==> src/inc/clock_gen_params.svh <==
// Constants for the clock generator output control: offsets, fields, resets
`ifndef CLOCK_GEN_PARAMS_SVH
`define CLOCK_GEN_PARAMS_SVH

// ************************************************************
// Serial slave
// ************************************************************
`define CG_SLAVE_ADDR 8'hD2
`define CG_BITS_PER_BYTE 4'h8
`define CG_MAX_BYTES 4'hA
`define CG_FIRST_DATA 4'h3
`define CG_NUM_REGS 4'h7

// ************************************************************
// Register byte indices
// ************************************************************
`define CG_BYTE_FUNC 3'h0
`define CG_BYTE_CPU 3'h1
`define CG_BYTE_PCI 3'h2
`define CG_BYTE_SDRAM_LO 3'h3
`define CG_BYTE_SDRAM_HI 3'h4
`define CG_BYTE_PERIPH 3'h5

// ************************************************************
// Field positions
// ************************************************************
`define CG_FUNC_MSB 1
`define CG_FUNC_LSB 0
`define CG_FREE_PCI_BIT 6
`define CG_REF_BIT 0
`define CG_APIC_MSB 5
`define CG_APIC_LSB 4

// ************************************************************
// Power-up values, byte 6 down to byte 0
// ************************************************************
`define CG_RESET_REGS 56'h00_310F_FF7F_0F0C

`endif

==> src/inc/clock_gen_pkg.sv <==
// Types shared by the clock generator output control
package clock_gen_pkg;

	// Serial slave states, Gray along idle-receive-ack
	typedef enum logic [1:0] {
		ST_IDLE = 2'h0,
		ST_RECV = 2'h1,
		ST_ACK = 2'h3,
		ST_SKIP = 2'h2
	} i2c_state_t;

	// Function-select field of register byte 0
	typedef enum logic [1:0] {
		FN_NORMAL = 2'h0,
		FN_TEST = 2'h1,
		FN_TEST_RSV = 2'h2,
		FN_TRISTATE = 2'h3
	} func_sel_t;

	typedef logic [6:0][7:0] reg_file_t;

endpackage : clock_gen_pkg

==> src/logic/clock_source_gen.sv <==
// Source clock levels from the oscillator divider or the test clock
`timescale 1ns/1ns
module clock_source_gen (
	input wire logic sys_clk, // System clock
	input wire logic rst_b, // Async reset, active low
	input wire logic xtal_in, // Crystal or test clock level
	input wire logic test_mode, // Derive sources from test clock
	input wire logic osc_on, // Oscillator and VCOs running
	output logic cpu_src, // Processor and memory source level
	output logic pci_src, // PCI source level
	output logic ref_src // Reference source level
);

	logic [1:0] div_q, div_d;
	logic [1:0] tdiv_q, tdiv_d;
	logic xtal_q, xtal_p_q;

	// Divider advances only while the oscillator runs
	always_comb begin
		div_d = div_q;
		tdiv_d = tdiv_q;
		if (osc_on) begin
			div_d = div_q + 2'h1;
			if (xtal_q && !xtal_p_q) begin
				tdiv_d = tdiv_q + 2'h1;
			end
		end
	end

	always_ff @(posedge sys_clk or negedge rst_b) begin
		if (!rst_b) begin
			div_q <= 2'h0;
			tdiv_q <= 2'h0;
			xtal_q <= 1'b0;
			xtal_p_q <= 1'b0;
		end else begin
			div_q <= div_d;
			tdiv_q <= tdiv_d;
			xtal_q <= xtal_in;
			xtal_p_q <= xtal_q;
		end
	end

	// Test mode takes the test clock instead of the divider
	assign cpu_src = osc_on & (test_mode ? tdiv_q[0] : div_q[0]);
	assign pci_src = osc_on & (test_mode ? tdiv_q[1] : div_q[1]);
	assign ref_src = osc_on & xtal_q;

endmodule : clock_source_gen

==> src/logic/clock_gate_cell.sv <==
// Glitch-free stop and start gate for a group of clock outputs
`timescale 1ns/1ns
module clock_gate_cell #(
	parameter int WIDTH = 1,
	parameter bit SYNC_FREE = 1'b1
) (
	input wire logic sys_clk, // System clock
	input wire logic rst_b, // Async reset, active low
	input wire logic src, // Source clock level
	input wire logic free_src, // Free-running PCI source level
	input wire logic [WIDTH-1:0] allow, // Output wanted running
	input wire logic kill, // Power-down, force low
	output logic [WIDTH-1:0] clk_out // Gated clock outputs
);

	logic src_p_q, free_p_q;
	logic [WIDTH-1:0] armed_q, armed_d, run_q, run_d, out_q, out_d;
	logic free_rise, src_fall;

	// Arm after a free PCI rise, switch on a source fall
	always_comb begin
		free_rise = free_src & ~free_p_q;
		src_fall = ~src & src_p_q;
		armed_d = armed_q;
		run_d = run_q;
		for (int i = 0; i < WIDTH; i++) begin
			if (run_q[i] == allow[i]) begin
				armed_d[i] = 1'b0;
			end else if (free_rise || !SYNC_FREE) begin
				armed_d[i] = 1'b1;
			end
			if (armed_q[i] && src_fall) begin
				run_d[i] = allow[i];
			end
		end
		out_d = kill ? '0 : (run_d & {WIDTH{src}});
	end

	always_ff @(posedge sys_clk or negedge rst_b) begin
		if (!rst_b) begin
			src_p_q <= 1'b0;
			free_p_q <= 1'b0;
			armed_q <= '0;
			run_q <= '1;
			out_q <= '0;
		end else begin
			src_p_q <= src;
			free_p_q <= free_src;
			armed_q <= armed_d;
			run_q <= run_d;
			out_q <= out_d;
		end
	end

	assign clk_out = out_q;

	property p_stopped_low;
		@(posedge sys_clk) disable iff (!rst_b) (out_q & ~run_q) == '0;
	endproperty
	a_stopped_low: assert property (p_stopped_low) else $error("stopped output not low");

	property p_switch_while_low;
		@(posedge sys_clk) disable iff (!rst_b) (run_q != $past(run_q)) |-> !src_p_q;
	endproperty
	a_switch_while_low: assert property (p_switch_while_low) else $error("gate switched while high");

	property p_switch_armed;
		@(posedge sys_clk) disable iff (!rst_b) ((run_q ^ $past(run_q)) & ~$past(armed_q)) == '0;
	endproperty
	a_switch_armed: assert property (p_switch_armed) else $error("gate switched without arming");

endmodule : clock_gate_cell

==> src/logic/clock_gen_output_control.sv <==
// Output control of the clock generator: serial slave, registers, gating
//
// What this block does
// - Any stopped clock output is held low.
// - No shortened high pulse when an output starts or stops.
// - Processor and PCI start or stop waits free PCI rise, then the clock's fall; memory, reference and interrupt wait the fall only.
// - Free-running PCI clock ignores PCI stop; stops only on its register bit or in power-down.
// - Strap low turns three memory clock pins into control inputs.
// - Output runs only if register bit and control pins allow.
// - Power-down low forces all outputs low and oscillator off.
// - Processor stop low stops processor clocks only.
// - PCI stop low stops gated PCI clocks only.
// - Output-enable low tri-states every output, logic keeps running.
// - Output-enable ORs with tri-state code, never changes the field.
// - Serial port is write-only, no read-back.
// - Whole bytes, MSB first, each followed by an acknowledge.
// - Acknowledge up to 10 bytes written to D2, ignore others.
// - Registers keep their values until a new accepted write.
// - Command and count bytes are acknowledged and ignored.
// - Power-up defaults only at true power-up, not power-down.
// - Function field: 11 tri-state, 10 test reserved, 01 test, 00 normal.
// - Test mode derives outputs from test clock on crystal pin.
`timescale 1ns/1ns
`include "clock_gen_params.svh"
module clock_gen_output_control (
	input wire logic sys_clk, // System clock, 100 MHz
	input wire logic rst_b, // True power-up reset, active low
	input wire logic serial_clock_pin, // Serial clock level
	input wire logic serial_data_pin_in, // Serial data level
	output logic serial_data_pin_out, // Serial data drive value
	output logic serial_data_pin_oe, // Serial data driven low for ack
	input wire logic xtal_in, // Crystal or test clock level
	input wire logic out_enable_pin, // Output enable, low tri-states
	input wire logic mode_pin, // Strap, low selects control inputs
	input wire logic [2:0] shared_pin_in, // Pins 31, 29, 28 input levels
	output logic [3:0] processor_clock_out, // Processor clocks
	output logic processor_clock_oe, // Processor clock drive enable
	output logic [5:0] gated_pci_clock_out, // Stoppable PCI clocks
	output logic gated_pci_clock_oe, // Gated PCI drive enable
	output logic free_running_pci_clock, // Free-running PCI clock
	output logic free_running_pci_oe, // Free PCI drive enable
	output logic [11:0] sdram_clock_out, // Memory clocks
	output logic [11:0] sdram_clock_oe, // Memory clock drive enables
	output logic ref_clock_out, // Buffered reference clock
	output logic ref_clock_oe, // Reference drive enable
	output logic [1:0] interrupt_ctrl_clock_out, // Interrupt controller clocks
	output logic interrupt_ctrl_clock_oe, // Interrupt clock drive enable
	output logic osc_enable // Oscillator and VCOs running
);

	// ************************************************************
	// Pin sampling
	// ************************************************************

	logic scl_q, scl_p_q, sda_q, sda_p_q;
	logic mode_q, oe_q, pd_q, cpu_stop_q, pci_stop_q;
	logic pd_d, cpu_stop_d, pci_stop_d;

	// Shared pins act as controls only with the strap low
	always_comb begin
		pd_d = ~mode_q & ~shared_pin_in[0];
		cpu_stop_d = ~mode_q & ~shared_pin_in[1];
		pci_stop_d = ~mode_q & ~shared_pin_in[2];
	end

	always_ff @(posedge sys_clk or negedge rst_b) begin
		if (!rst_b) begin
			scl_q <= 1'b1;
			scl_p_q <= 1'b1;
			sda_q <= 1'b1;
			sda_p_q <= 1'b1;
			mode_q <= 1'b1;
			oe_q <= 1'b1;
			pd_q <= 1'b0;
			cpu_stop_q <= 1'b0;
			pci_stop_q <= 1'b0;
		end else begin
			scl_q <= serial_clock_pin;
			scl_p_q <= scl_q;
			sda_q <= serial_data_pin_in;
			sda_p_q <= sda_q;
			mode_q <= mode_pin;
			oe_q <= out_enable_pin;
			pd_q <= pd_d;
			cpu_stop_q <= cpu_stop_d;
			pci_stop_q <= pci_stop_d;
		end
	end

	// ************************************************************
	// Serial write-only slave
	// ************************************************************

	clock_gen_pkg::i2c_state_t st_q, st_d;
	logic [7:0] sh_q, sh_d;
	logic [3:0] bitc_q, bitc_d;
	logic [3:0] bidx_q, bidx_d;
	logic sda_oe_q, sda_oe_d;
	logic scl_rise, scl_fall, start_c, stop_c, byte_ok, wr_fire;
	logic [3:0] wr_off;
	logic [2:0] wr_idx;

	// Bus conditions seen on the sampled lines
	always_comb begin
		scl_rise = scl_q & ~scl_p_q;
		scl_fall = ~scl_q & scl_p_q;
		start_c = scl_q & scl_p_q & sda_p_q & ~sda_q;
		stop_c = scl_q & scl_p_q & ~sda_p_q & sda_q;
		wr_off = bidx_q - `CG_FIRST_DATA;
		wr_idx = wr_off[2:0];
	end

	// Byte receiver and acknowledge driver
	always_comb begin
		st_d = st_q;
		sh_d = sh_q;
		bitc_d = bitc_q;
		bidx_d = bidx_q;
		sda_oe_d = sda_oe_q;
		wr_fire = 1'b0;
		if (bidx_q == 4'h0) begin
			byte_ok = (sh_q == `CG_SLAVE_ADDR);
		end else begin
			byte_ok = (bidx_q <= `CG_MAX_BYTES);
		end
		if (stop_c) begin
			st_d = clock_gen_pkg::ST_IDLE;
			sda_oe_d = 1'b0;
		end else if (start_c) begin
			st_d = clock_gen_pkg::ST_RECV;
			bitc_d = 4'h0;
			bidx_d = 4'h0;
			sda_oe_d = 1'b0;
		end else begin
			unique case (st_q)
				clock_gen_pkg::ST_IDLE: begin
				end
				clock_gen_pkg::ST_RECV: begin
					if (scl_rise && bitc_q < `CG_BITS_PER_BYTE) begin
						sh_d = {sh_q[6:0], sda_q};
						bitc_d = bitc_q + 4'h1;
					end else if (scl_fall && bitc_q == `CG_BITS_PER_BYTE) begin
						if (byte_ok) begin
							st_d = clock_gen_pkg::ST_ACK;
							sda_oe_d = 1'b1;
							wr_fire = (bidx_q >= `CG_FIRST_DATA) &&
								(bidx_q < `CG_FIRST_DATA + `CG_NUM_REGS);
						end else begin
							st_d = clock_gen_pkg::ST_SKIP;
						end
					end
				end
				clock_gen_pkg::ST_ACK: begin
					if (scl_fall) begin
						st_d = clock_gen_pkg::ST_RECV;
						sda_oe_d = 1'b0;
						bitc_d = 4'h0;
						bidx_d = bidx_q + 4'h1;
					end
				end
				clock_gen_pkg::ST_SKIP: begin
				end
			endcase
		end
	end

	always_ff @(posedge sys_clk or negedge rst_b) begin
		if (!rst_b) begin
			st_q <= clock_gen_pkg::ST_IDLE;
			sh_q <= 8'h00;
			bitc_q <= 4'h0;
			bidx_q <= 4'h0;
			sda_oe_q <= 1'b0;
		end else begin
			st_q <= st_d;
			sh_q <= sh_d;
			bitc_q <= bitc_d;
			bidx_q <= bidx_d;
			sda_oe_q <= sda_oe_d;
		end
	end

	// Data line is only ever pulled low, never driven with data
	assign serial_data_pin_out = 1'b0;
	assign serial_data_pin_oe = sda_oe_q;

	// ************************************************************
	// Control registers
	// ************************************************************

	clock_gen_pkg::reg_file_t regs_q, regs_d;

	// Accepted data byte lands in its register byte
	always_comb begin
		regs_d = regs_q;
		if (wr_fire) begin
			regs_d[wr_idx] = sh_q;
		end
	end

	// Only the power-up reset loads defaults
	always_ff @(posedge sys_clk or negedge rst_b) begin
		if (!rst_b) begin
			regs_q <= `CG_RESET_REGS;
		end else begin
			regs_q <= regs_d;
		end
	end

	// ************************************************************
	// Output enables and run permissions
	// ************************************************************

	clock_gen_pkg::func_sel_t func;
	logic test_mode, drive_c;
	logic [3:0] cpu_allow;
	logic [5:0] gpci_allow;
	logic [11:0] sdram_allow, sdram_oe_d;
	logic [1:0] apic_allow;
	logic proc_oe_q, gpci_oe_q, free_oe_q, ref_oe_q, apic_oe_q, osc_q;
	logic [11:0] sdram_oe_q;

	// Register enables combined with stop pins
	always_comb begin
		func = clock_gen_pkg::func_sel_t'(regs_q[`CG_BYTE_FUNC][`CG_FUNC_MSB:`CG_FUNC_LSB]);
		test_mode = (func == clock_gen_pkg::FN_TEST);
		drive_c = oe_q & (func != clock_gen_pkg::FN_TRISTATE);
		cpu_allow = regs_q[`CG_BYTE_CPU][3:0] & {4{~cpu_stop_q}};
		gpci_allow = regs_q[`CG_BYTE_PCI][5:0] & {6{~pci_stop_q}};
		sdram_allow = {regs_q[`CG_BYTE_SDRAM_HI][3:0], regs_q[`CG_BYTE_SDRAM_LO][7:5] & {3{mode_q}},
			regs_q[`CG_BYTE_SDRAM_LO][4:0]};
		apic_allow = regs_q[`CG_BYTE_PERIPH][`CG_APIC_MSB:`CG_APIC_LSB];
		sdram_oe_d = {{4{drive_c}}, {3{drive_c & mode_q}}, {5{drive_c}}};
	end

	always_ff @(posedge sys_clk or negedge rst_b) begin
		if (!rst_b) begin
			proc_oe_q <= 1'b0;
			gpci_oe_q <= 1'b0;
			free_oe_q <= 1'b0;
			ref_oe_q <= 1'b0;
			apic_oe_q <= 1'b0;
			sdram_oe_q <= 12'h000;
			osc_q <= 1'b0;
		end else begin
			proc_oe_q <= drive_c;
			gpci_oe_q <= drive_c;
			free_oe_q <= drive_c;
			ref_oe_q <= drive_c;
			apic_oe_q <= drive_c;
			sdram_oe_q <= sdram_oe_d;
			osc_q <= ~pd_q;
		end
	end

	assign processor_clock_oe = proc_oe_q;
	assign gated_pci_clock_oe = gpci_oe_q;
	assign free_running_pci_oe = free_oe_q;
	assign ref_clock_oe = ref_oe_q;
	assign interrupt_ctrl_clock_oe = apic_oe_q;
	assign sdram_clock_oe = sdram_oe_q;
	assign osc_enable = osc_q;

	// ************************************************************
	// Sources and gates
	// ************************************************************

	logic cpu_src, pci_src, ref_src;

	clock_source_gen u_src (
		.sys_clk(sys_clk),
		.rst_b(rst_b),
		.xtal_in(xtal_in),
		.test_mode(test_mode),
		.osc_on(~pd_q),
		.cpu_src(cpu_src),
		.pci_src(pci_src),
		.ref_src(ref_src)
	);

	clock_gate_cell #(.WIDTH(4), .SYNC_FREE(1'b1)) u_cpu (
		.sys_clk(sys_clk), .rst_b(rst_b), .src(cpu_src), .free_src(pci_src),
		.allow(cpu_allow), .kill(pd_q), .clk_out(processor_clock_out)
	);

	clock_gate_cell #(.WIDTH(6), .SYNC_FREE(1'b1)) u_gpci (
		.sys_clk(sys_clk), .rst_b(rst_b), .src(pci_src), .free_src(pci_src),
		.allow(gpci_allow), .kill(pd_q), .clk_out(gated_pci_clock_out)
	);

	// Free PCI clock sees no stop pin, only its enable and power-down
	clock_gate_cell #(.WIDTH(1), .SYNC_FREE(1'b1)) u_free (
		.sys_clk(sys_clk), .rst_b(rst_b), .src(pci_src), .free_src(pci_src),
		.allow(regs_q[`CG_BYTE_PCI][`CG_FREE_PCI_BIT]), .kill(pd_q), .clk_out(free_running_pci_clock)
	);

	clock_gate_cell #(.WIDTH(12), .SYNC_FREE(1'b0)) u_sdram (
		.sys_clk(sys_clk), .rst_b(rst_b), .src(cpu_src), .free_src(pci_src),
		.allow(sdram_allow), .kill(pd_q), .clk_out(sdram_clock_out)
	);

	clock_gate_cell #(.WIDTH(1), .SYNC_FREE(1'b0)) u_ref (
		.sys_clk(sys_clk), .rst_b(rst_b), .src(ref_src), .free_src(pci_src),
		.allow(regs_q[`CG_BYTE_PERIPH][`CG_REF_BIT]), .kill(pd_q), .clk_out(ref_clock_out)
	);

	clock_gate_cell #(.WIDTH(2), .SYNC_FREE(1'b0)) u_apic (
		.sys_clk(sys_clk), .rst_b(rst_b), .src(ref_src), .free_src(pci_src),
		.allow(apic_allow), .kill(pd_q), .clk_out(interrupt_ctrl_clock_out)
	);

	// ************************************************************
	// Checks
	// ************************************************************

	property p_pd_low;
		@(posedge sys_clk) disable iff (!rst_b) pd_q |=> (processor_clock_out == 4'h0 &&
			gated_pci_clock_out == 6'h00 && !free_running_pci_clock && sdram_clock_out == 12'h000 &&
			!ref_clock_out && interrupt_ctrl_clock_out == 2'h0 && !osc_enable);
	endproperty
	a_pd_low: assert property (p_pd_low) else $error("outputs not low in power-down");

	property p_oe_tristate;
		@(posedge sys_clk) disable iff (!rst_b) !oe_q |=> (!processor_clock_oe && !gated_pci_clock_oe &&
			!free_running_pci_oe && sdram_clock_oe == 12'h000 && !ref_clock_oe && !interrupt_ctrl_clock_oe);
	endproperty
	a_oe_tristate: assert property (p_oe_tristate) else $error("output enable low did not tri-state");

	property p_func_tristate;
		@(posedge sys_clk) disable iff (!rst_b)
			(func == clock_gen_pkg::FN_TRISTATE) |=> (!processor_clock_oe && !gated_pci_clock_oe);
	endproperty
	a_func_tristate: assert property (p_func_tristate) else $error("tri-state code ignored");

	property p_strap_inputs;
		@(posedge sys_clk) disable iff (!rst_b) !mode_q |=> sdram_clock_oe[7:5] == 3'h0;
	endproperty
	a_strap_inputs: assert property (p_strap_inputs) else $error("shared pins driven in input mode");

	property p_strap_outputs;
		@(posedge sys_clk) disable iff (!rst_b) mode_q |=> (!pd_q && !cpu_stop_q && !pci_stop_q);
	endproperty
	a_strap_outputs: assert property (p_strap_outputs) else $error("control active with strap high");

	property p_cpu_stop;
		@(posedge sys_clk) disable iff (!rst_b)
			(cpu_stop_q && !pd_q && func != clock_gen_pkg::FN_TEST)[*8] |-> processor_clock_out == 4'h0;
	endproperty
	a_cpu_stop: assert property (p_cpu_stop) else $error("processor clock running while stopped");

	property p_pci_stop;
		@(posedge sys_clk) disable iff (!rst_b)
			(pci_stop_q && !pd_q && func != clock_gen_pkg::FN_TEST)[*8] |=> gated_pci_clock_out == 6'h00;
	endproperty
	a_pci_stop: assert property (p_pci_stop) else $error("gated PCI clock running while stopped");

	property p_free_runs;
		@(posedge sys_clk) disable iff (!rst_b)
			(!pd_q && regs_q[`CG_BYTE_PCI][`CG_FREE_PCI_BIT] && func != clock_gen_pkg::FN_TEST)[*8]
			|=> ##[0:3] free_running_pci_clock;
	endproperty
	a_free_runs: assert property (p_free_runs) else $error("free PCI clock not toggling");

	property p_cpu_enable;
		@(posedge sys_clk) disable iff (!rst_b)
			(!regs_q[`CG_BYTE_CPU][0] && !pd_q && func != clock_gen_pkg::FN_TEST)[*8] |-> !processor_clock_out[0];
	endproperty
	a_cpu_enable: assert property (p_cpu_enable) else $error("disabled processor clock running");

	property p_regs_hold;
		@(posedge sys_clk) disable iff (!rst_b) !wr_fire |=> regs_q == $past(regs_q);
	endproperty
	a_regs_hold: assert property (p_regs_hold) else $error("register changed without write");

	property p_regs_default;
		@(posedge sys_clk) disable iff (!rst_b) !$past(rst_b) |-> regs_q == `CG_RESET_REGS;
	endproperty
	a_regs_default: assert property (p_regs_default) else $error("power-up defaults wrong");

	property p_write_lands;
		@(posedge sys_clk) disable iff (!rst_b) wr_fire |=> regs_q[$past(wr_idx)] == $past(sh_q);
	endproperty
	a_write_lands: assert property (p_write_lands) else $error("data byte not stored");

	property p_ack_after_byte;
		@(posedge sys_clk) disable iff (!rst_b)
			$rose(sda_oe_q) |-> ($past(bitc_q) == `CG_BITS_PER_BYTE && $past(scl_fall));
	endproperty
	a_ack_after_byte: assert property (p_ack_after_byte) else $error("ack not after eighth bit");

	property p_ack_addressed;
		@(posedge sys_clk) disable iff (!rst_b) $rose(sda_oe_q) |->
			(($past(bidx_q) == 4'h0 && $past(sh_q) == `CG_SLAVE_ADDR) ||
			($past(bidx_q) != 4'h0 && $past(bidx_q) <= `CG_MAX_BYTES));
	endproperty
	a_ack_addressed: assert property (p_ack_addressed) else $error("ack outside addressed write");

	property p_skip_header;
		@(posedge sys_clk) disable iff (!rst_b) $rose(sda_oe_q) && $past(bidx_q) < `CG_FIRST_DATA |-> $stable(regs_q);
	endproperty
	a_skip_header: assert property (p_skip_header) else $error("command or count byte stored");

	property p_no_readback;
		@(posedge sys_clk) disable iff (!rst_b) sda_oe_q |-> (!serial_data_pin_out && st_q == clock_gen_pkg::ST_ACK);
	endproperty
	a_no_readback: assert property (p_no_readback) else $error("data line driven high");

endmodule : clock_gen_output_control

==> config.mk <==
export PLATFORM = sky130hd
export DESIGN_NAME = clock_gen_output_control
export DESIGN_NICKNAME = d
export VERILOG_FILES = /design/src/inc/clock_gen_pkg.sv /design/src/logic/clock_source_gen.sv /design/src/logic/clock_gate_cell.sv /design/src/logic/clock_gen_output_control.sv
export VERILOG_INCLUDE_DIRS = /design/src /design/src/inc
export SDC_FILE = /design/constraint.sdc
export NUM_CORES = 1
export LEC_CHECK = 0
export ABC_CLOCK_PERIOD_IN_PS = 2700
export BUFFER_PORTS_ARGS = -buffer_cell sky130_fd_sc_hd__buf_2
export CAP_MARGIN = 40
export CORE_AREA = 2 2 158 160
export CTS_CLUSTER_DIAMETER = 40
export DETAILED_ROUTE_END_ITERATION = 12
export DIE_AREA = 0 0 160 162
export PLACE_DENSITY = 0.48
export SYNTH_ARGS = -nofsm -noshare
export SYNTH_HDL_FRONTEND = slang
export SYNTH_SLANG_ARGS = --single-unit
==> constraint.sdc <==
create_clock -name sys_clk -period 2.7 [get_ports sys_clk]
set_clock_uncertainty 0.2 [all_clocks]
set_input_delay 0.27 -clock sys_clk [delete_from_list [all_inputs] [get_ports sys_clk]]
set_output_delay 0.27 -clock sys_clk [all_outputs]
set_load 0.05 [all_outputs]
==> flow_summary.yaml, run 1 <==
run_status:
  status: "completed"
drt:
  routedWlPerCell_um: 13.5
  drt_pass1_iterations: 5
  wirelength_mm: 11.6
  vias: 3526
  viasPerCell: 4.10
  drt_iter0_markers: 122
  drc_errors: 0
  antenna_left: 0
floorplanning:
  io_pins: 56
  fp.dieH_um: 162
  num_rows: 57
  initial_core_util_pct: 24.7
  design.die.area_um2: 25900
  core_um2: 24100
  die_w_um: 160
yosys:
  async_reset_ff_share_pct: 100
  synth_seq_cells: 146
  synth_area_per_cell_um2: 13.3
  yosysUniqueCellTypes: 41
  yosysSeqAreaShare_pct: 62.5
  synth_top_area_cell: "dfrtp_1"
  yosysTopAreaCellShare_pct: 36.9
  synth-edff-count: 0
  ys_warn_count: 0
  synthesis.area_um2: 5960
  synth_area_leaders: "dfrtp_1, dfstp_2, mux2_2"
  synth_nets: 463
  synth_cells: 448
  ys.flop_type: "dfrtp_1"
placed_design:
  port_buffers: 54
  gp_congestion: 0.760
  dpl.hpwl_mm: 7.92
  post-place-ws_ns: 0.119
layout:
  antenna_cells: 0
  fin_nets: 538
  syn2layout_area_growth_pct: 23.3
  num-fill-cells: 2463
  seqCellArea_um2: 3730
  layout-drive-gt1-share_pct: 42.9
  multiInputGateArea_um2: 2020
  utilization_pct: 30.5
sta:
  worst_pin_slew_ns: 0.654
  rsz0062_at_grt: "false"
  final_hold_viol_count: 0
  worst_slack_ns: 0.231
  setup_viol: 0
  maxSlewViolCount: 0
  fmax_mhz: 405
  fin_crit_sh_pct: 91.5
  worst_slew_margin_rel_pct: 56.3
  finalCriticalPeriod_ns: 2.47
  setup_tns_ns: 0
grt:
  grt_pass1_vias: 3823
  grt_overflow: 0
  grt_max_degree: 65
  gr-usage-all-layers_pct: 9.75
  grt_first_pass_wirelength_mm: 19.7
  antenna_found_initial: 0
worst_setup_path:
  worst-path-max-fanout: 8
  crit_family: "compound AO/OA/AOI/OAI gates"
  slowest_delay_ns: 0.48
  critPathLaunch: "bidx_q[0]"
  r2r_slack_ns: 0.23
  r2r_end: "func[1]"
  worstPathRequired_ns: 2.80
  cp.arrival_ns: 2.57
  crit-reg2reg-launch: "bidx_q[0]"
  crit_path_end_kind: "flop"
  start_kind: "flop"
  path_buf_inv: 1
  crit_chain: "inv_1 -> ha_1 -> nor2b_1 -> o21ai_0 -> o41ai_4 -> nor4_1 -> mux2_2"
  path_class: "reg -> reg"
  r2r_cells: 7
  cpMaxStageDelayCell: "dfrtp_1"
power:
  leakage_uw: 0.00355
  p_per_area_nw_per_um2: 814
  ir_drop_uv: 274
clocking:
  ctsResizeCount: 0
  cts_sinks: 146
  htree_levels: 4
  cts_buffer_depth: 2
  cts_tree: "done"
  ctsRootBufferMaster: "clkbuf_16"
  clock_latency_ns: 0.42
  clk_pin_slew_ns: 0.07
  cts_made_buffers: 17
hold_path:
  hold_class: "in -> async"
job:
  maxCapViolCount: 0
through the flow:
step	power [uW]	std cells	hold slack [ns]	area [um2]
after floorplan	3160	448	-0.226	5960
after global placement	3520	818	0.0490	6630
after detailed placement	3560	818	0.0573	6630
after CTS	6080	859	0.179	7350
after global routing	6300	860	0.196	7360
final	5990	860	0.184	7360
worst register-to-register path, cell delays in order (launching register included):
cell,delay (ns)
dfrtp_1,0.48
inv_1,0.12
ha_1,0.15
nor2b_1,0.04
o21ai_0,0.30
o41ai_4,0.24
nor4_1,0.44
mux2_2,0.39
sequential cells by signal, summed over array words and instances, names as in the netlist, 4 cells and up:
register,flops
regs_q,24
u_sdram.armed_q,12
u_sdram.clk_out,12
u_sdram.run_q,12
sh_q,8
u_gpci.armed_q,6
u_gpci.clk_out,6
u_gpci.run_q,6
bidx_q,4
bitc_q,4
u_cpu.armed_q,4
u_cpu.clk_out,4
u_cpu.run_q,4
cell usage after synthesis (2+ instances only):
master / n
and2_1: 12
dfrtp_1: 88
mux2i_1: 4
or2_2: 2
ha_1: 5
buf_2: 3
inv_1: 14
dfstp_2: 58
nor4_4: 3
nor4_1: 5
nor2_1: 19
xor2_1: 27
a211oi_1: 2
o21ai_0: 7
nand4_1: 2
buf_4: 16
clkbuf_1: 6
mux2_2: 61
nand2b_1: 7
nand3_1: 11
o21a_1: 11
xnor2_1: 7
nor3_1: 2
nor2b_1: 11
nand2_1: 34
and3_1: 16
cell families (layout without fill, tap and decap cells):
group	count (synthesis)	after routing	share of synthesized area [%]
other	1	1	0.0629
XOR/XNOR	34	34	4.99
adder cells (fa/ha/maj)	5	5	1.05
flip-flops	146	146	62.5
AND/OR/NAND/NOR	127	127	11.7
multiplexers	65	65	12.2
AO/OA/AOI/OAI	30	30	3.88
buffers and inverters	40	128	3.61
worst max path at each step:
stage                 end  slack, ns  cells after the start
3_5_place_dp   regs_q[22]       0.12                      7
6_report          func[1]       0.23                      7
4_1_cts        regs_q[22]       0.14                      7
3_3_place_gp   regs_q[16]       0.26                      5
2_1_floorplan  regs_q[24]       0.21                      8
5_1_grt        regs_q[21]       0.08                      6
report_power, final:
group | internal [uW] | leakage [uW] | switching, uW
combinational | 351 | 0.00147 | 627
clock | 1570 | 0.000303 | 909
sequential | 2350 | 0.00178 | 181
total | 4270 | 0.00355 | 1720
final cells by class:
class | instances | area share, %
Clock buffer | 19 | 6.02
Clock inverter | 13 | 2.52
Inverter | 14 | 0.714
Multi-Input combinational cell | 262 | 27.5
Sequential cell | 146 | 50.6
Tap cell | 324 | 5.51
Timing Repair Buffer | 82 | 7.09
cells in the final DEF, fill, tap and decap left out, types with 2 or more instances in the layout:
cell,n
dfrtp_1,88
clkinv_2,3
nor2_1,19
o21a_1,11
dfstp_2,58
nand2b_1,7
clkinv_4,4
bufinv_16,4
nor2b_1,11
nor4_4,3
mux2_2,61
clkinvlp_4,2
nor4_1,5
ha_1,5
mux2i_1,4
dlygate4sd3_1,9
xnor2_1,7
xor2_1,27
nand2_1,34
and2_1,12
a211oi_1,2
or2_2,2
nor3_1,2
nand4_1,2
nand3_1,11
buf_4,18
buf_2,53
clkbuf_16,17
and3_1,16
o21ai_0,7
inv_1,14
routing by layer:
metal  part of all wire (%)  vias to the layer above  GRT usage [%]
met4                    2.7                        0           4.34
met2                     49                       59           16.2
li1                       -                     1656              -
met5                      0                        -              0
met1                     45                     1794           11.4
met3                    3.5                       17           3.42
what timing repair did:
item / CTS / global route
setup buffers: 0 / 1
hold endpoints to repair: 58 / 0
setup endpoints to repair: 0 / 7
hold buffers: 9 / 0
Power figures use the tool's default switching activity.
==> run 2: changes to the inputs <==
Settings changed: ABC_CLOCK_PERIOD_IN_PS 2700 to 2200, CORE_AREA 2 2 158 160 to 5 5 161 163, DIE_AREA 0 0 160 162 to 0 0 166 168, PLACE_DENSITY 0.48 to 0.49, SKIP_CTS_REPAIR_TIMING set to 1.
Clock period 2.7 ns to 2.2 ns, I/O delays scaled along.
==> run 2 against run 1 <==
Largest cell class unchanged. Via count up 0.77%. Total power up 23%. Sequential share of layout area down 1.3 points.
==> flow_summary.yaml, run 2 (same netlist as run 1, synthesis figures left out) <==
run_status:
  status: "completed"
clocking:
  cts_buffer_depth: 2
  clk_pin_slew_ns: 0.06
  htree_levels: 4
  cts_tree: "done"
  cts_sinks: 146
  cts_made_buffers: 17
  ctsRootBufferMaster: "clkbuf_16"
  clock_latency_ns: 0.42
floorplanning:
  initial_core_util_pct: 24.7
  io_pins: 56
  core_um2: 24200
  fp.dieH_um: 168
  num_rows: 57
  design.die.area_um2: 27900
  die_w_um: 166
layout:
  final_area_um2: 7560
  antenna_cells: 0
  layout_commonest_cell: "dfrtp_1"
  fin_nets: 556
  largest_reg_flops: 24
  syn2layout_area_growth_pct: 26.7
  utilization_pct: 31.3
  largest_register: "regs_q"
  layout-drive-gt1-share_pct: 47.5
  layout_common_cells: "dfrtp_1, mux2_2, dfstp_2"
worst_setup_path:
  cp_common_cell: "inv_1"
  path_class: "reg -> reg"
  slowest_delay_ns: 0.57
  worst-path-max-fanout: 7
  crit_chain: "inv_1 -> ha_4 -> inv_1 -> o41ai_4 -> nor4_4 -> buf_4 -> mux2_2"
  cpMaxStageDelayCell: "o41ai_4"
  crit_path_end_kind: "flop"
  crit_family: "compound AO/OA/AOI/OAI gates"
  path_buf_inv: 3
  start_kind: "flop"
  cp.arrival_ns: 2.26
  worstPathRequired_ns: 2.34
sta:
  maxSlewViolCount: 0
  fin_crit_sh_pct: 96.6
  finalCriticalPeriod_ns: 2.12
  worst_slew_margin_rel_pct: 53.9
  final_hold_viol_count: 0
  setup_viol: 0
  fmax_mhz: 471
  worst_pin_slew_ns: 0.690
  rsz0062_at_grt: "true"
drt:
  drt_iter0_markers: 115
  drt_pass1_iterations: 4
  antenna_left: 0
  drc_errors: 0
  routedWlPerCell_um: 13.5
  viasPerCell: 4.05
  vias: 3553
  wirelength_mm: 11.9
power:
  p_per_area_nw_per_um2: 973
  total_power_uw: 7360
  ir_drop_uv: 432
  leakage_uw: 0.00366
grt:
  grt_max_degree: 55
  antenna_found_initial: 0
  gr-usage-all-layers_pct: 9.07
  grt_first_pass_wirelength_mm: 20.2
  grt_overflow: 0
  grt_pass1_vias: 3885
hold_path:
  hold_class: "in -> async"
placed_design:
  placed_area_um2: 6820
  gp_congestion: 0.781
  port_buffers: 54
  dpl.hpwl_mm: 8.35
job:
  maxCapViolCount: 0
-- run 2: layout make-up --
type	count	area, um2
Multi-Input combinational cell	262	2120
Tap cell	324	405
Fill cell	2442	16600
Inverter	14	55.1
Sequential cell	146	3730
Clock buffer	21	480
Timing Repair Buffer	100	673
Clock inverter	11	98.8
-- run 2: power breakdown --
part           internal, uW  switching [uW]
combinational           598             917
sequential             2890             169
clock                  1680            1100
-- run 2: stage by stage --
stage | hold slack (ns) | setup WS (ns) | TNS [ns] | std cells
after detailed placement | 0.0190 | -0.119 | -0.662 | 837
after global routing | 0.187 | -0.0333 | -0.178 | 878
final | 0.148 | 0.0759 | 0 | 878
after CTS | -0.440 | -0.136 | -1.13 | 869
after global placement | 0.0117 | -0.137 | -0.491 | 837
after floorplan | -0.276 | -0.00465 | -0.0372 | 448
-- run 2: final timing paths --
check                             start             endpoint  slack, ns  depth (start not counted)
max                           bidx_q[1]           regs_q[17]       0.08                          7
min                               rst_b  u_sdram.armed_q[10]       0.15                          2
max reg2reg                   bidx_q[1]           regs_q[17]       0.08                          7
min reg2reg                u_src.xtal_q       u_src.xtal_p_q       0.18                          0
max in group asynchronous         rst_b           regs_q[19]       0.97                          3
min in group sys_clk       u_src.xtal_q       u_src.xtal_p_q       0.18                          0
-- run 2: metal layers --
| metal | wire [um] | GRT usage, % | vias up |
|---|---|---|---|
| met1 | 5160 | 10.7 | 1794 |
| met3 | 423 | 2.53 | 20 |
| li1 | - | - | 1682 |
| met2 | 6070 | 15.6 | 57 |
| met5 | 0 | 0 | - |
| met4 | 238 | 3.98 | 0 |
-- run 2: worst reg2reg max path, delay by kind of cell, from the launching register on --
family | cells | cell delay [ns]
compound gates | 1 | 0.57
flops | 1 | 0.44
buf+inv | 3 | 0.38
mux | 1 | 0.27
fa+ha+maj | 1 | 0.14
simple gates | 1 | 0.04
